**config.mk**
```make
export PLATFORM = sky130hd
export DESIGN_NAME = vfdfc_regs
export DESIGN_NICKNAME = d
export VERILOG_FILES = /design/src/vfdfc_pkg.sv /design/src/vfdfc_regs.sv
export SDC_FILE = /design/constraint.sdc
export NUM_CORES = 2
export LEC_CHECK = 0
export BUFFER_PORTS_ARGS = -buffer_cell sky130_fd_sc_hd__buf_4
export CORE_MARGIN = 4
export CORE_UTILIZATION = 45
export DETAILED_ROUTE_END_ITERATION = 12
export GPL_TIMING_DRIVEN = 0
export HOLD_SLACK_MARGIN = 0.08
export PLACE_DENSITY = 0.71
export SLEW_MARGIN = 20
export SYNTH_ARGS = -nofsm -noshare
export SYNTH_HDL_FRONTEND = slang
export SYNTH_SLANG_ARGS = --single-unit
```
**constraint.sdc**
```tcl
create_clock -name clk_sys -period 77.4 [get_ports clk_sys]
set_input_delay 23.22 -clock clk_sys [delete_from_list [all_inputs] [get_ports clk_sys]]
set_output_delay 23.22 -clock clk_sys [all_outputs]
set_load 0.005 [all_outputs]
```
**src/vfdfc_pkg.sv**
```systemverilog
package vfdfc_pkg;
   // command addresses; bit 7 of the command byte marks a read
   localparam logic [7:0] VFDFC_ADDR_CONFIG   = 8'h04;
   localparam logic [7:0] VFDFC_ADDR_FONT     = 8'h05;
   localparam logic [7:0] VFDFC_ADDR_CURSOR   = 8'h0f;
   localparam logic [7:0] VFDFC_ADDR_CHAR_LO  = 8'h20;
   localparam logic [7:0] VFDFC_ADDR_CHAR_SHI = 8'h4f;
   localparam logic [7:0] VFDFC_ADDR_CHAR_HI  = 8'h7f;
   localparam int         VFDFC_RD_BIT        = 7;

   // serial frame: 8 command bits then 8 data bits
   localparam logic [4:0] VFDFC_CMD_BITS   = 5'h08;
   localparam logic [4:0] VFDFC_FRAME_BITS = 5'h10;

   // storage sizes
   localparam int VFDFC_GLYPHS   = 24;
   localparam int VFDFC_ENTRIES  = 48;
   localparam int VFDFC_CHARS    = 96;
   localparam int VFDFC_ROW_LEN  = 48;

   // font pointer
   localparam logic [7:0] VFDFC_PTR_BAD_LO = 8'hb0;
   localparam logic [5:0] VFDFC_PTR_FIRST  = 6'h00;
   localparam logic [5:0] VFDFC_PTR_LAST   = 6'h2f;
   localparam int         VFDFC_PTR_FLAG   = 7;

   // cursor field
   localparam int         VFDFC_CUR_BLINK  = 7;
   localparam logic [6:0] VFDFC_CUR_ROW2_LO = 7'h30;
   localparam logic [6:0] VFDFC_CUR_OFF_LO  = 7'h60;
   localparam logic [7:0] VFDFC_CURSOR_RST  = 8'h60;

   // configuration fields
   localparam int VFDFC_CFG_RUN     = 0;
   localparam int VFDFC_CFG_FONT    = 1;
   localparam int VFDFC_CFG_BRATE   = 2;
   localparam int VFDFC_CFG_BRST    = 3;
   localparam int VFDFC_CFG_CLEAR   = 4;
   localparam int VFDFC_CFG_LOCK    = 5;
   localparam int VFDFC_CFG_ROW2    = 6;
   localparam logic [7:0] VFDFC_CFG_RST = 8'h00;

   // character byte
   localparam int VFDFC_DP_BIT = 7;

   // blink timing
   localparam int VFDFC_CLK_KHZ       = 100000;
   localparam int VFDFC_BLINK_SLOW_MS = 1000;
   localparam int VFDFC_BLINK_FAST_MS = 500;
   localparam int VFDFC_BLINK_SLOW_CYC = VFDFC_BLINK_SLOW_MS * VFDFC_CLK_KHZ;
   localparam int VFDFC_BLINK_FAST_CYC = VFDFC_BLINK_FAST_MS * VFDFC_CLK_KHZ;

   // power-up seven-segment patterns, first entry of each glyph
   localparam logic [6:0] VFDFC_FONT_INIT [VFDFC_GLYPHS] = '{
      7'h7e, 7'h30, 7'h6d, 7'h79, 7'h33, 7'h5b, 7'h5f, 7'h70,
      7'h7f, 7'h7b, 7'h77, 7'h1f, 7'h4e, 7'h3d, 7'h4f, 7'h47,
      7'h0d, 7'h15, 7'h76, 7'h1d, 7'h05, 7'h4f, 7'h1c, 7'h00};
endpackage

```
**src/vfdfc_regs.sv**
```systemverilog
`timescale 1ns/1ps
// What this block does
// - holds 24 user glyphs as 48 seven-bit entries, two per glyph
// - character low seven bits pick a glyph, bit seven lights point
// - characters at 0x20-0x4F single-row, 0x20-0x7F double-row
// - font entries preload at reset; first sixteen glyphs are hex
// - every font entry is reached from the host only through port register 0x05
// - pointer loads any of 48 locations and cannot be read back
// - port read returns entry at current pointer
// - port write with msb set loads pointer, else stores data
// - pointer advances after each valid font read or write
// - after location 0x2f, font data is ignored until pointer reload
// - pointer load of 0xb0-0xff selects the first location
// - entries are seven bits and unused ones keep scratch values
// - 48 or 96 cursors; only the selected one lights
// - cursor low bits give position; msb set blinks first half
// - positions 0x00-0x2f row one, 0x30-0x5f row two
// - positions 0x60-0x7f turn every cursor off
// - each grid packs four annunciators as 2-bit fields in a byte
// - annunciators show in single-row mode only
// - config holds run, lock, blink rate, rows; clear and blink restart act on write and read back 0
// - config font bit chooses fourteen or sixteen segment table
// - command 0x85 reads entry with msb clear then advances
module vfdfc_regs
   import vfdfc_pkg::*;
#(
   parameter int BLINK_SLOW_CYC = VFDFC_BLINK_SLOW_CYC,
   parameter int BLINK_FAST_CYC = VFDFC_BLINK_FAST_CYC
) (
   input  wire logic        clk_sys,    // system clock
   input  wire logic        rst,        // async reset, high
   input  wire logic        cs_n,       // serial select, low
   input  wire logic        sclk,       // serial clock
   input  wire logic        din,        // serial data in
   output logic             dout,       // serial data out
   input  wire logic [6:0]  disp_idx,   // digit position to fetch
   output logic [6:0]       disp_glyph, // glyph code of that digit
   output logic             disp_dp,    // decimal point lit
   output logic             disp_cursor,// cursor lit
   output logic [3:0]       ann_lit,    // annunciator segments lit
   input  wire logic [4:0]  glyph_idx,  // user glyph to fetch
   output logic [13:0]      glyph_bits, // both entries of that glyph
   output logic             font_sel,   // 1 selects sixteen segment table
   output logic             run,        // 0 while in shutdown
   output logic             row2_mode,  // double-row mode
   output logic             blink_on    // first half of blink period
);
   import vfdfc_pkg::*;

   localparam int BW = $clog2(BLINK_SLOW_CYC + 1);

   logic             sclk_ff;
   logic             cs_n_ff;
   logic [4:0]       cnt_ff;
   logic [15:0]      shift_ff;
   logic [7:0]       rd_ff;
   logic             dout_ff;
   logic [7:0]       cfg_ff;
   logic [7:0]       cursor_ff;
   logic [5:0]       fptr_ff;
   logic             fdone_ff;
   logic [6:0]       font_ff [VFDFC_ENTRIES];
   logic [7:0]       chr_ff [VFDFC_CHARS];
   logic [BW-1:0]    blink_ff;
   logic [6:0]       glyph_ff;
   logic             dp_ff;
   logic             cur_ff;
   logic [3:0]       ann_ff;
   logic [13:0]      gbits_ff;

   logic             sclk_rise;
   logic             sclk_fall;
   logic             frame_end;
   logic             wr_evt;
   logic             rd_evt;
   logic [7:0]       cmd;
   logic [7:0]       wdata;
   logic [7:0]       cmd_now;
   logic [7:0]       rd_sel;
   logic             chr_hit;
   logic [6:0]       chr_idx;
   logic             font_wr;
   logic             font_ptr_wr;
   logic             font_rd;
   logic             clear_req;
   logic             brst_req;
   logic [BW-1:0]    blink_period;
   logic [BW-1:0]    nxt_blink;

   assign sclk_rise = sclk & ~sclk_ff;
   assign sclk_fall = ~sclk & sclk_ff;
   assign frame_end = cs_n & ~cs_n_ff & (cnt_ff == VFDFC_FRAME_BITS);
   assign cmd       = shift_ff[15:8];
   assign wdata     = shift_ff[7:0];
   assign wr_evt    = frame_end & ~cmd[VFDFC_RD_BIT];
   assign rd_evt    = frame_end & cmd[VFDFC_RD_BIT];
   assign cmd_now   = {shift_ff[6:0], din};
   assign chr_idx   = 7'(cmd[6:0] - VFDFC_ADDR_CHAR_LO[6:0]);

   // upper half belongs to row two or annunciators, both live in one array
   always_comb begin
      chr_hit = (cmd[6:0] >= VFDFC_ADDR_CHAR_LO[6:0]) &&
                (cmd[6:0] <= (row2_mode ? VFDFC_ADDR_CHAR_HI[6:0]
                                        : VFDFC_ADDR_CHAR_HI[6:0]));
   end

   assign font_ptr_wr = wr_evt & (cmd == VFDFC_ADDR_FONT)
                        & wdata[VFDFC_PTR_FLAG];
   assign font_wr     = wr_evt & (cmd == VFDFC_ADDR_FONT)
                        & ~wdata[VFDFC_PTR_FLAG] & ~fdone_ff;
   assign font_rd     = rd_evt & (cmd[6:0] == VFDFC_ADDR_FONT[6:0])
                        & ~fdone_ff;
   assign clear_req   = wr_evt & (cmd == VFDFC_ADDR_CONFIG)
                        & wdata[VFDFC_CFG_CLEAR];
   assign brst_req    = wr_evt & (cmd == VFDFC_ADDR_CONFIG)
                        & wdata[VFDFC_CFG_BRST];

   // serial front end; frames of other lengths are dropped
   always_ff @(posedge clk_sys or posedge rst) begin
      if (rst) begin
         sclk_ff  <= 1'b0;
         cs_n_ff  <= 1'b1;
         cnt_ff   <= 5'h00;
         shift_ff <= 16'h0000;
      end else begin
         sclk_ff <= sclk;
         cs_n_ff <= cs_n;
         if (cs_n) begin
            cnt_ff <= 5'h00;
         end else if (sclk_rise && cnt_ff != 5'h1f) begin
            cnt_ff   <= cnt_ff + 5'h01;
            shift_ff <= {shift_ff[14:0], din};
         end
      end
   end

   // read data picked at the 8th rise; last address bit is still on din
   always_comb begin
      rd_sel = 8'h00;
      if (cmd_now[6:0] == VFDFC_ADDR_CONFIG[6:0]) begin
         rd_sel = cfg_ff;
      end else if (cmd_now[6:0] == VFDFC_ADDR_FONT[6:0]) begin
         rd_sel = {1'b0, font_ff[fptr_ff]};
      end else if (cmd_now[6:0] == VFDFC_ADDR_CURSOR[6:0]) begin
         rd_sel = cursor_ff;
      end else if (cmd_now[6:0] >= VFDFC_ADDR_CHAR_LO[6:0]) begin
         rd_sel = chr_ff[7'(cmd_now[6:0] - VFDFC_ADDR_CHAR_LO[6:0])];
      end
   end

   // data goes out msb first, changing on falling serial clock
   always_ff @(posedge clk_sys or posedge rst) begin
      if (rst) begin
         rd_ff   <= 8'h00;
         dout_ff <= 1'b0;
      end else if (cs_n) begin
         dout_ff <= 1'b0;
      end else if (sclk_rise && cnt_ff == 5'(VFDFC_CMD_BITS - 5'h01)
                   && shift_ff[6]) begin
         rd_ff <= rd_sel;
      end else if (sclk_fall && cnt_ff >= VFDFC_CMD_BITS
                   && cnt_ff < VFDFC_FRAME_BITS) begin
         dout_ff <= rd_ff[7];
         rd_ff   <= {rd_ff[6:0], 1'b0};
      end
   end
   assign dout = dout_ff;

   // configuration; lock freezes font select and row mode
   always_ff @(posedge clk_sys or posedge rst) begin
      if (rst) begin
         cfg_ff <= VFDFC_CFG_RST;
      end else if (wr_evt && cmd == VFDFC_ADDR_CONFIG) begin
         cfg_ff[VFDFC_CFG_RUN]   <= wdata[VFDFC_CFG_RUN];
         cfg_ff[VFDFC_CFG_BRATE] <= wdata[VFDFC_CFG_BRATE];
         cfg_ff[VFDFC_CFG_LOCK]  <= wdata[VFDFC_CFG_LOCK];
         cfg_ff[VFDFC_CFG_BRST]  <= 1'b0;
         cfg_ff[VFDFC_CFG_CLEAR] <= 1'b0;
         cfg_ff[7]               <= 1'b0;
         if (!cfg_ff[VFDFC_CFG_LOCK]) begin
            cfg_ff[VFDFC_CFG_FONT] <= wdata[VFDFC_CFG_FONT];
            cfg_ff[VFDFC_CFG_ROW2] <= wdata[VFDFC_CFG_ROW2];
         end
      end
   end
   assign run       = cfg_ff[VFDFC_CFG_RUN];
   assign font_sel  = cfg_ff[VFDFC_CFG_FONT];
   assign row2_mode = cfg_ff[VFDFC_CFG_ROW2];

   always_ff @(posedge clk_sys or posedge rst) begin
      if (rst) begin
         cursor_ff <= VFDFC_CURSOR_RST;
      end else if (wr_evt && cmd == VFDFC_ADDR_CURSOR) begin
         cursor_ff <= wdata;
      end
   end

   // character store; global clear wins over a same-frame write
   always_ff @(posedge clk_sys or posedge rst) begin
      if (rst) begin
         for (int i = 0; i < VFDFC_CHARS; i++) begin
            chr_ff[i] <= 8'h00;
         end
      end else if (clear_req) begin
         for (int i = 0; i < VFDFC_CHARS; i++) begin
            chr_ff[i] <= 8'h00;
         end
      end else if (wr_evt && chr_hit) begin
         chr_ff[chr_idx] <= wdata;
      end
   end

   // font pointer, holds at the last location with a stop flag set
   always_ff @(posedge clk_sys or posedge rst) begin
      if (rst) begin
         fptr_ff  <= VFDFC_PTR_FIRST;
         fdone_ff <= 1'b0;
      end else if (font_ptr_wr) begin
         fdone_ff <= 1'b0;
         if (wdata >= VFDFC_PTR_BAD_LO) begin
            fptr_ff <= VFDFC_PTR_FIRST;
         end else begin
            fptr_ff <= wdata[5:0];
         end
      end else if (font_wr || font_rd) begin
         if (fptr_ff == VFDFC_PTR_LAST) begin
            fdone_ff <= 1'b1;
         end else begin
            fptr_ff <= fptr_ff + 6'h01;
         end
      end
   end

   // font entries, reachable from the host only through the port
   always_ff @(posedge clk_sys or posedge rst) begin
      if (rst) begin
         for (int i = 0; i < VFDFC_GLYPHS; i++) begin
            font_ff[2*i]   <= VFDFC_FONT_INIT[i];
            font_ff[2*i+1] <= 7'h00;
         end
      end else if (font_wr) begin
         font_ff[fptr_ff] <= wdata[6:0];
      end
   end

   // blink timer, restartable from the configuration register
   assign blink_period = cfg_ff[VFDFC_CFG_BRATE] ? BW'(BLINK_FAST_CYC)
                                                 : BW'(BLINK_SLOW_CYC);
   always_comb begin
      nxt_blink = blink_ff + BW'(1);
      if (brst_req || nxt_blink >= blink_period) begin
         nxt_blink = '0;
      end
   end
   always_ff @(posedge clk_sys or posedge rst) begin
      if (rst) begin
         blink_ff <= '0;
      end else begin
         blink_ff <= nxt_blink;
      end
   end
   assign blink_on = blink_ff < (blink_period >> 1);

   // display fetch, one cycle behind disp_idx
   always_ff @(posedge clk_sys or posedge rst) begin
      if (rst) begin
         glyph_ff <= 7'h00;
         dp_ff    <= 1'b0;
         cur_ff   <= 1'b0;
      end else begin
         glyph_ff <= chr_ff[disp_idx][6:0];
         dp_ff    <= chr_ff[disp_idx][VFDFC_DP_BIT];
         cur_ff   <= (cursor_ff[6:0] == disp_idx)
                     && (cursor_ff[6:0] < VFDFC_CUR_OFF_LO)
                     && (row2_mode
                         || cursor_ff[6:0] < VFDFC_CUR_ROW2_LO)
                     && (!cursor_ff[VFDFC_CUR_BLINK] || blink_on);
      end
   end

   // field bit 0 lights the segment, bit 1 makes it blink
   for (genvar s = 0; s < 4; s++) begin : g_ann
      always_ff @(posedge clk_sys or posedge rst) begin
         if (rst) begin
            ann_ff[s] <= 1'b0;
         end else begin
            ann_ff[s] <= !row2_mode && disp_idx < 7'(VFDFC_ROW_LEN)
               && chr_ff[7'(disp_idx + 7'(VFDFC_ROW_LEN))][2*s]
               && (!chr_ff[7'(disp_idx + 7'(VFDFC_ROW_LEN))][2*s+1]
                   || blink_on);
         end
      end
   end

   always_ff @(posedge clk_sys or posedge rst) begin
      if (rst) begin
         gbits_ff <= 14'h0000;
      end else if (glyph_idx < 5'(VFDFC_GLYPHS)) begin
         gbits_ff <= {font_ff[{glyph_idx, 1'b1}],
                      font_ff[{glyph_idx, 1'b0}]};
      end else begin
         gbits_ff <= 14'h0000;
      end
   end

   assign disp_glyph  = glyph_ff;
   assign disp_dp     = dp_ff;
   assign disp_cursor = cur_ff;
   assign ann_lit     = ann_ff;
   assign glyph_bits  = gbits_ff;
endmodule

```
==> results.ini <==
[clock_tree]
cts_tree = built
cts_max_level = 4
cts_buffers = 138
cts.sink_count = 1210
post_cts_buffers = 0
hold_buffers = 0
clock_latency_ps = 830
clkSlewWorstSetupHoldPaths_ps = 60
cts-root-buf = clkbuf_16
cts_resized = 0
cts_buffer_depth = 3

[place]
post-dp-hpwl_um = 216000
place_congestion = 1.10
dp.cells = 8378
io_buffers = 39

[route]
vias = 60900
first_pass_iters = 9
drtIter0Drc = 10600
viasPerCell = 7.04
wirelength_um = 304000
wl_per_cell_um = 35.2
postRouteAntennaNets = 0
drc = 0

[floorplanning]
die_area_mm2 = 0.155
die_h_um = 393
boundaryPins = 49
num_rows = 141
fp.coreArea_mm2 = 0.148
initial_core_util_pct = 45.2
die_w_um = 393

[yosys]
avgSynthCellArea_um2 = 10.5
synth_ff_type = dfrtp_1
synth_area_mm2 = 0.0668
yosysSeqAreaShare_pct = 45.5
netlist_instances = 6383
synthArstFlopShare_pct = 100
synth_enable_flop_cells = 0
yosysWarnings = 0
synth_seq_cells = 1210
syn-num-nets = 6427
ys_types = 87

[pwr]
clkPwrFrac_pct = 43.0
p_switching_mw = 0.534
combPwrFrac_pct = 17.5
vdd_drop_max_mv = 0.0243
sequentialPowerShare_pct = 39.5
p_int_mw = 1.09
power_mw = 1.62
power_density_mw_per_mm2 = 21.6
switching_share_pct = 32.9
total_leakage_power_nw = 30.7

[setup_path]
crit_top_cell = buf_2
reg2reg_depth = 7
max_stage_delay_ps = 880
start_kind = input port
worstPathArrival_ps = 27650
crit_cells = 9
critPathTopFamily = buffers and inverters
critPathCaptureType = register
path_cells = buf_2 > buf_2 > buf_1 > mux4_2 > o21ai_0 > o22ai_1 > nor3_1 > a22oi_1 > a21oi_1
worst_path_max_delay_cell = buf_1
path_class = in2reg
worstPathRequired_ps = 78040
path_buf_inv = 3
crit_fanout = 10

[final_layout]
final_nets = 6633
multi_input_area_mm2 = 0.0339
ff_latch_area_mm2 = 0.0304
area_delta_synth_final_pct = 12.3
drive_gt1_share_pct = 21.8
layout.cells.non_filler = 8646
fillers = 13100

[status]
run_status = completed

[timing]
fmax_mhz = 37.0
tightestPinTransition_ps = 1380
clock_skew_ps = 73.4
hold_viol_final = 0
min_period_ps = 27010
tns_ps = 0
grt_setup_unrepaired = false
min_period_over_period_pct = 34.9
timing.hold.ws_ps = 483
setup_violations = 0
relSlewSlack_pct = 8.12
maxSlewViolCount = 0

[global_route]
grt_overflow = 0
grt_start_max_net_pins = 108
track_usage_pct = 39.0
antenna_found_initial = 31
grt_pass1_vias = 57600
grt_pass1_wl_um = 427000

[min_path]
hold_depth = 1
min_path_type = reg2reg

[flow_run]
maxCapViolCount = 0

[cell usage in the layout (no fill, tap or decap), types with 66 or more instances in the layout]
cell type / Yosys / layout
mux2i_1: 135 / 135
clkbuf_16: 0 / 138
buf_2: 122 / 136
mux4_2: 482 / 482
o22ai_1: 66 / 66
dfstp_2: 106 / 106
o21ai_0: 813 / 813
nor2_1: 300 / 295
dfrtp_1: 1104 / 1104
mux2_2: 335 / 335
a211oi_1: 117 / 117
a22oi_1: 80 / 80
nand2_1: 1610 / 1610
clkbuf_1: 369 / 374
[final timing paths]
path / startpoint / end / slack, ps
worst max register to register: shift_ff[1]$_DFFE_PP0P_ / font_ff[176]$_DFFE_PP1P_ / 71840
worst max-delay path: disp_idx[1] / ann_lit[3]$_DFF_PP0_ / 50390
min in group asynchronous: rst / blink_ff[14]$_DFF_PP0_ / 22280
worst min-delay path: blink_ff[0]$_DFF_PP0_ / blink_ff[0]$_DFF_PP0_ / 480
worst min register to register: blink_ff[0]$_DFF_PP0_ / blink_ff[0]$_DFF_PP0_ / 480
max in group asynchronous: rst / chr_ff[515]$_DFFE_PP0P_ / 53260
[state kept, by name (all words and copies together) (netlist names), 6 cells and up]
register	count
blink_ff	27
chr_ff	768
cursor_ff	8
disp_glyph	7
font_ff	336
fptr_ff	6
glyph_bits	14
rd_ff	8
shift_ff	16
[cell usage after synthesis (9+ instances only)]
cell type | count | share of area, %
dfrtp_1 | 1104 | 41
a31oi_1 | 41 | 0.38
nor2_2 | 21 | 0.20
or3_1 | 9 | 0.084
buf_2 | 122 | 0.91
buf_4 | 21 | 0.24
dfstp_2 | 106 | 4.2
inv_1 | 36 | 0.20
nand2b_1 | 11 | 0.10
nand4_1 | 17 | 0.16
buf_1 | 40 | 0.22
a211oi_1 | 117 | 1.3
a21oi_1 | 61 | 0.46
o21ai_0 | 813 | 6.1
o211ai_1 | 13 | 0.15
clkbuf_1 | 369 | 2.1
a221oi_1 | 37 | 0.49
o221ai_1 | 30 | 0.39
ha_1 | 27 | 0.51
a22oi_1 | 80 | 0.90
xnor2_1 | 23 | 0.30
and3_1 | 19 | 0.18
mux2_2 | 335 | 5.6
o22ai_1 | 66 | 0.62
mux4_2 | 482 | 16
nor2b_1 | 29 | 0.27
nor2_1 | 300 | 1.7
nand3_1 | 56 | 0.42
a32oi_1 | 10 | 0.13
o31ai_1 | 10 | 0.11
nor3_1 | 24 | 0.18
mux2i_1 | 135 | 2.0
a22o_1 | 17 | 0.22
nand2_1 | 1610 | 9.0
xor2_1 | 18 | 0.24
nor4_1 | 13 | 0.12
[power groups by stage]
stage                     Clock, mW  Sequential [mW]  Combinational (mW)
after global routing          0.718            0.640               0.275
after floorplan                   0            0.651               0.119
final                         0.696            0.640               0.284
after global placement            0            0.653               0.248
after CTS                     0.691            0.640               0.258
after detailed placement          0            0.651               0.258
[per-layer routing]
layer	global-route usage [%]	vias up	part of all wire, %
li1	-	23500	-
met1	47.7	30200	34
met2	51.4	5563	39
met3	21.8	1544	18
met4	27.3	26	8.9
met5	0.223	-	0.096
[layout make-up]
cell class | count | share of cell area [%]
buffer | 559 | 3.23
timing repair buffer | 66 | 1.24
inverter | 43 | 0.225
clock buffer | 188 | 5.12
tap | 1930 | 3.22
clock inverter | 56 | 1.18
sequential | 1210 | 40.5
antenna | 23 | 0.0767
multi-input combinational | 4571 | 45.2
[worst reg2reg max path, stage by stage, from the launching register on]
cell      delay, ps
dfrtp_1         510
clkbuf_1        660
clkbuf_1       1070
buf_2           630
buf_2           640
clkbuf_2        850
clkbuf_1        860
mux2_2          310
[cell families after synthesis]
| logic type | Yosys count | share of synthesized area [%] |
|---|---|---|
| buf+inv | 602 | 3.80 |
| mux | 960 | 24.1 |
| flops | 1210 | 45.5 |
| compound gates | 1369 | 12.2 |
| fa+ha+maj | 27 | 0.506 |
| xor+xnor | 41 | 0.538 |
| simple gates | 2174 | 13.3 |
[stage by stage]
| stage | util (%) | setup slack [ps] | cell area (µm²) |
|---|---|---|---|
| 3_5_place_dp | 47.6 | 49950 | 70200 |
| 3_3_place_gp | 47.1 | 7190 | 69500 |
| 2_1_floorplan | - | 20270 | 66800 |
| 4_1_cts | 50.8 | 50500 | 75000 |
| 6_report | 50.8 | 50390 | 75000 |
| 5_1_grt | 50.8 | 50370 | 75000 |
Power figures use the tool's default switching activity.
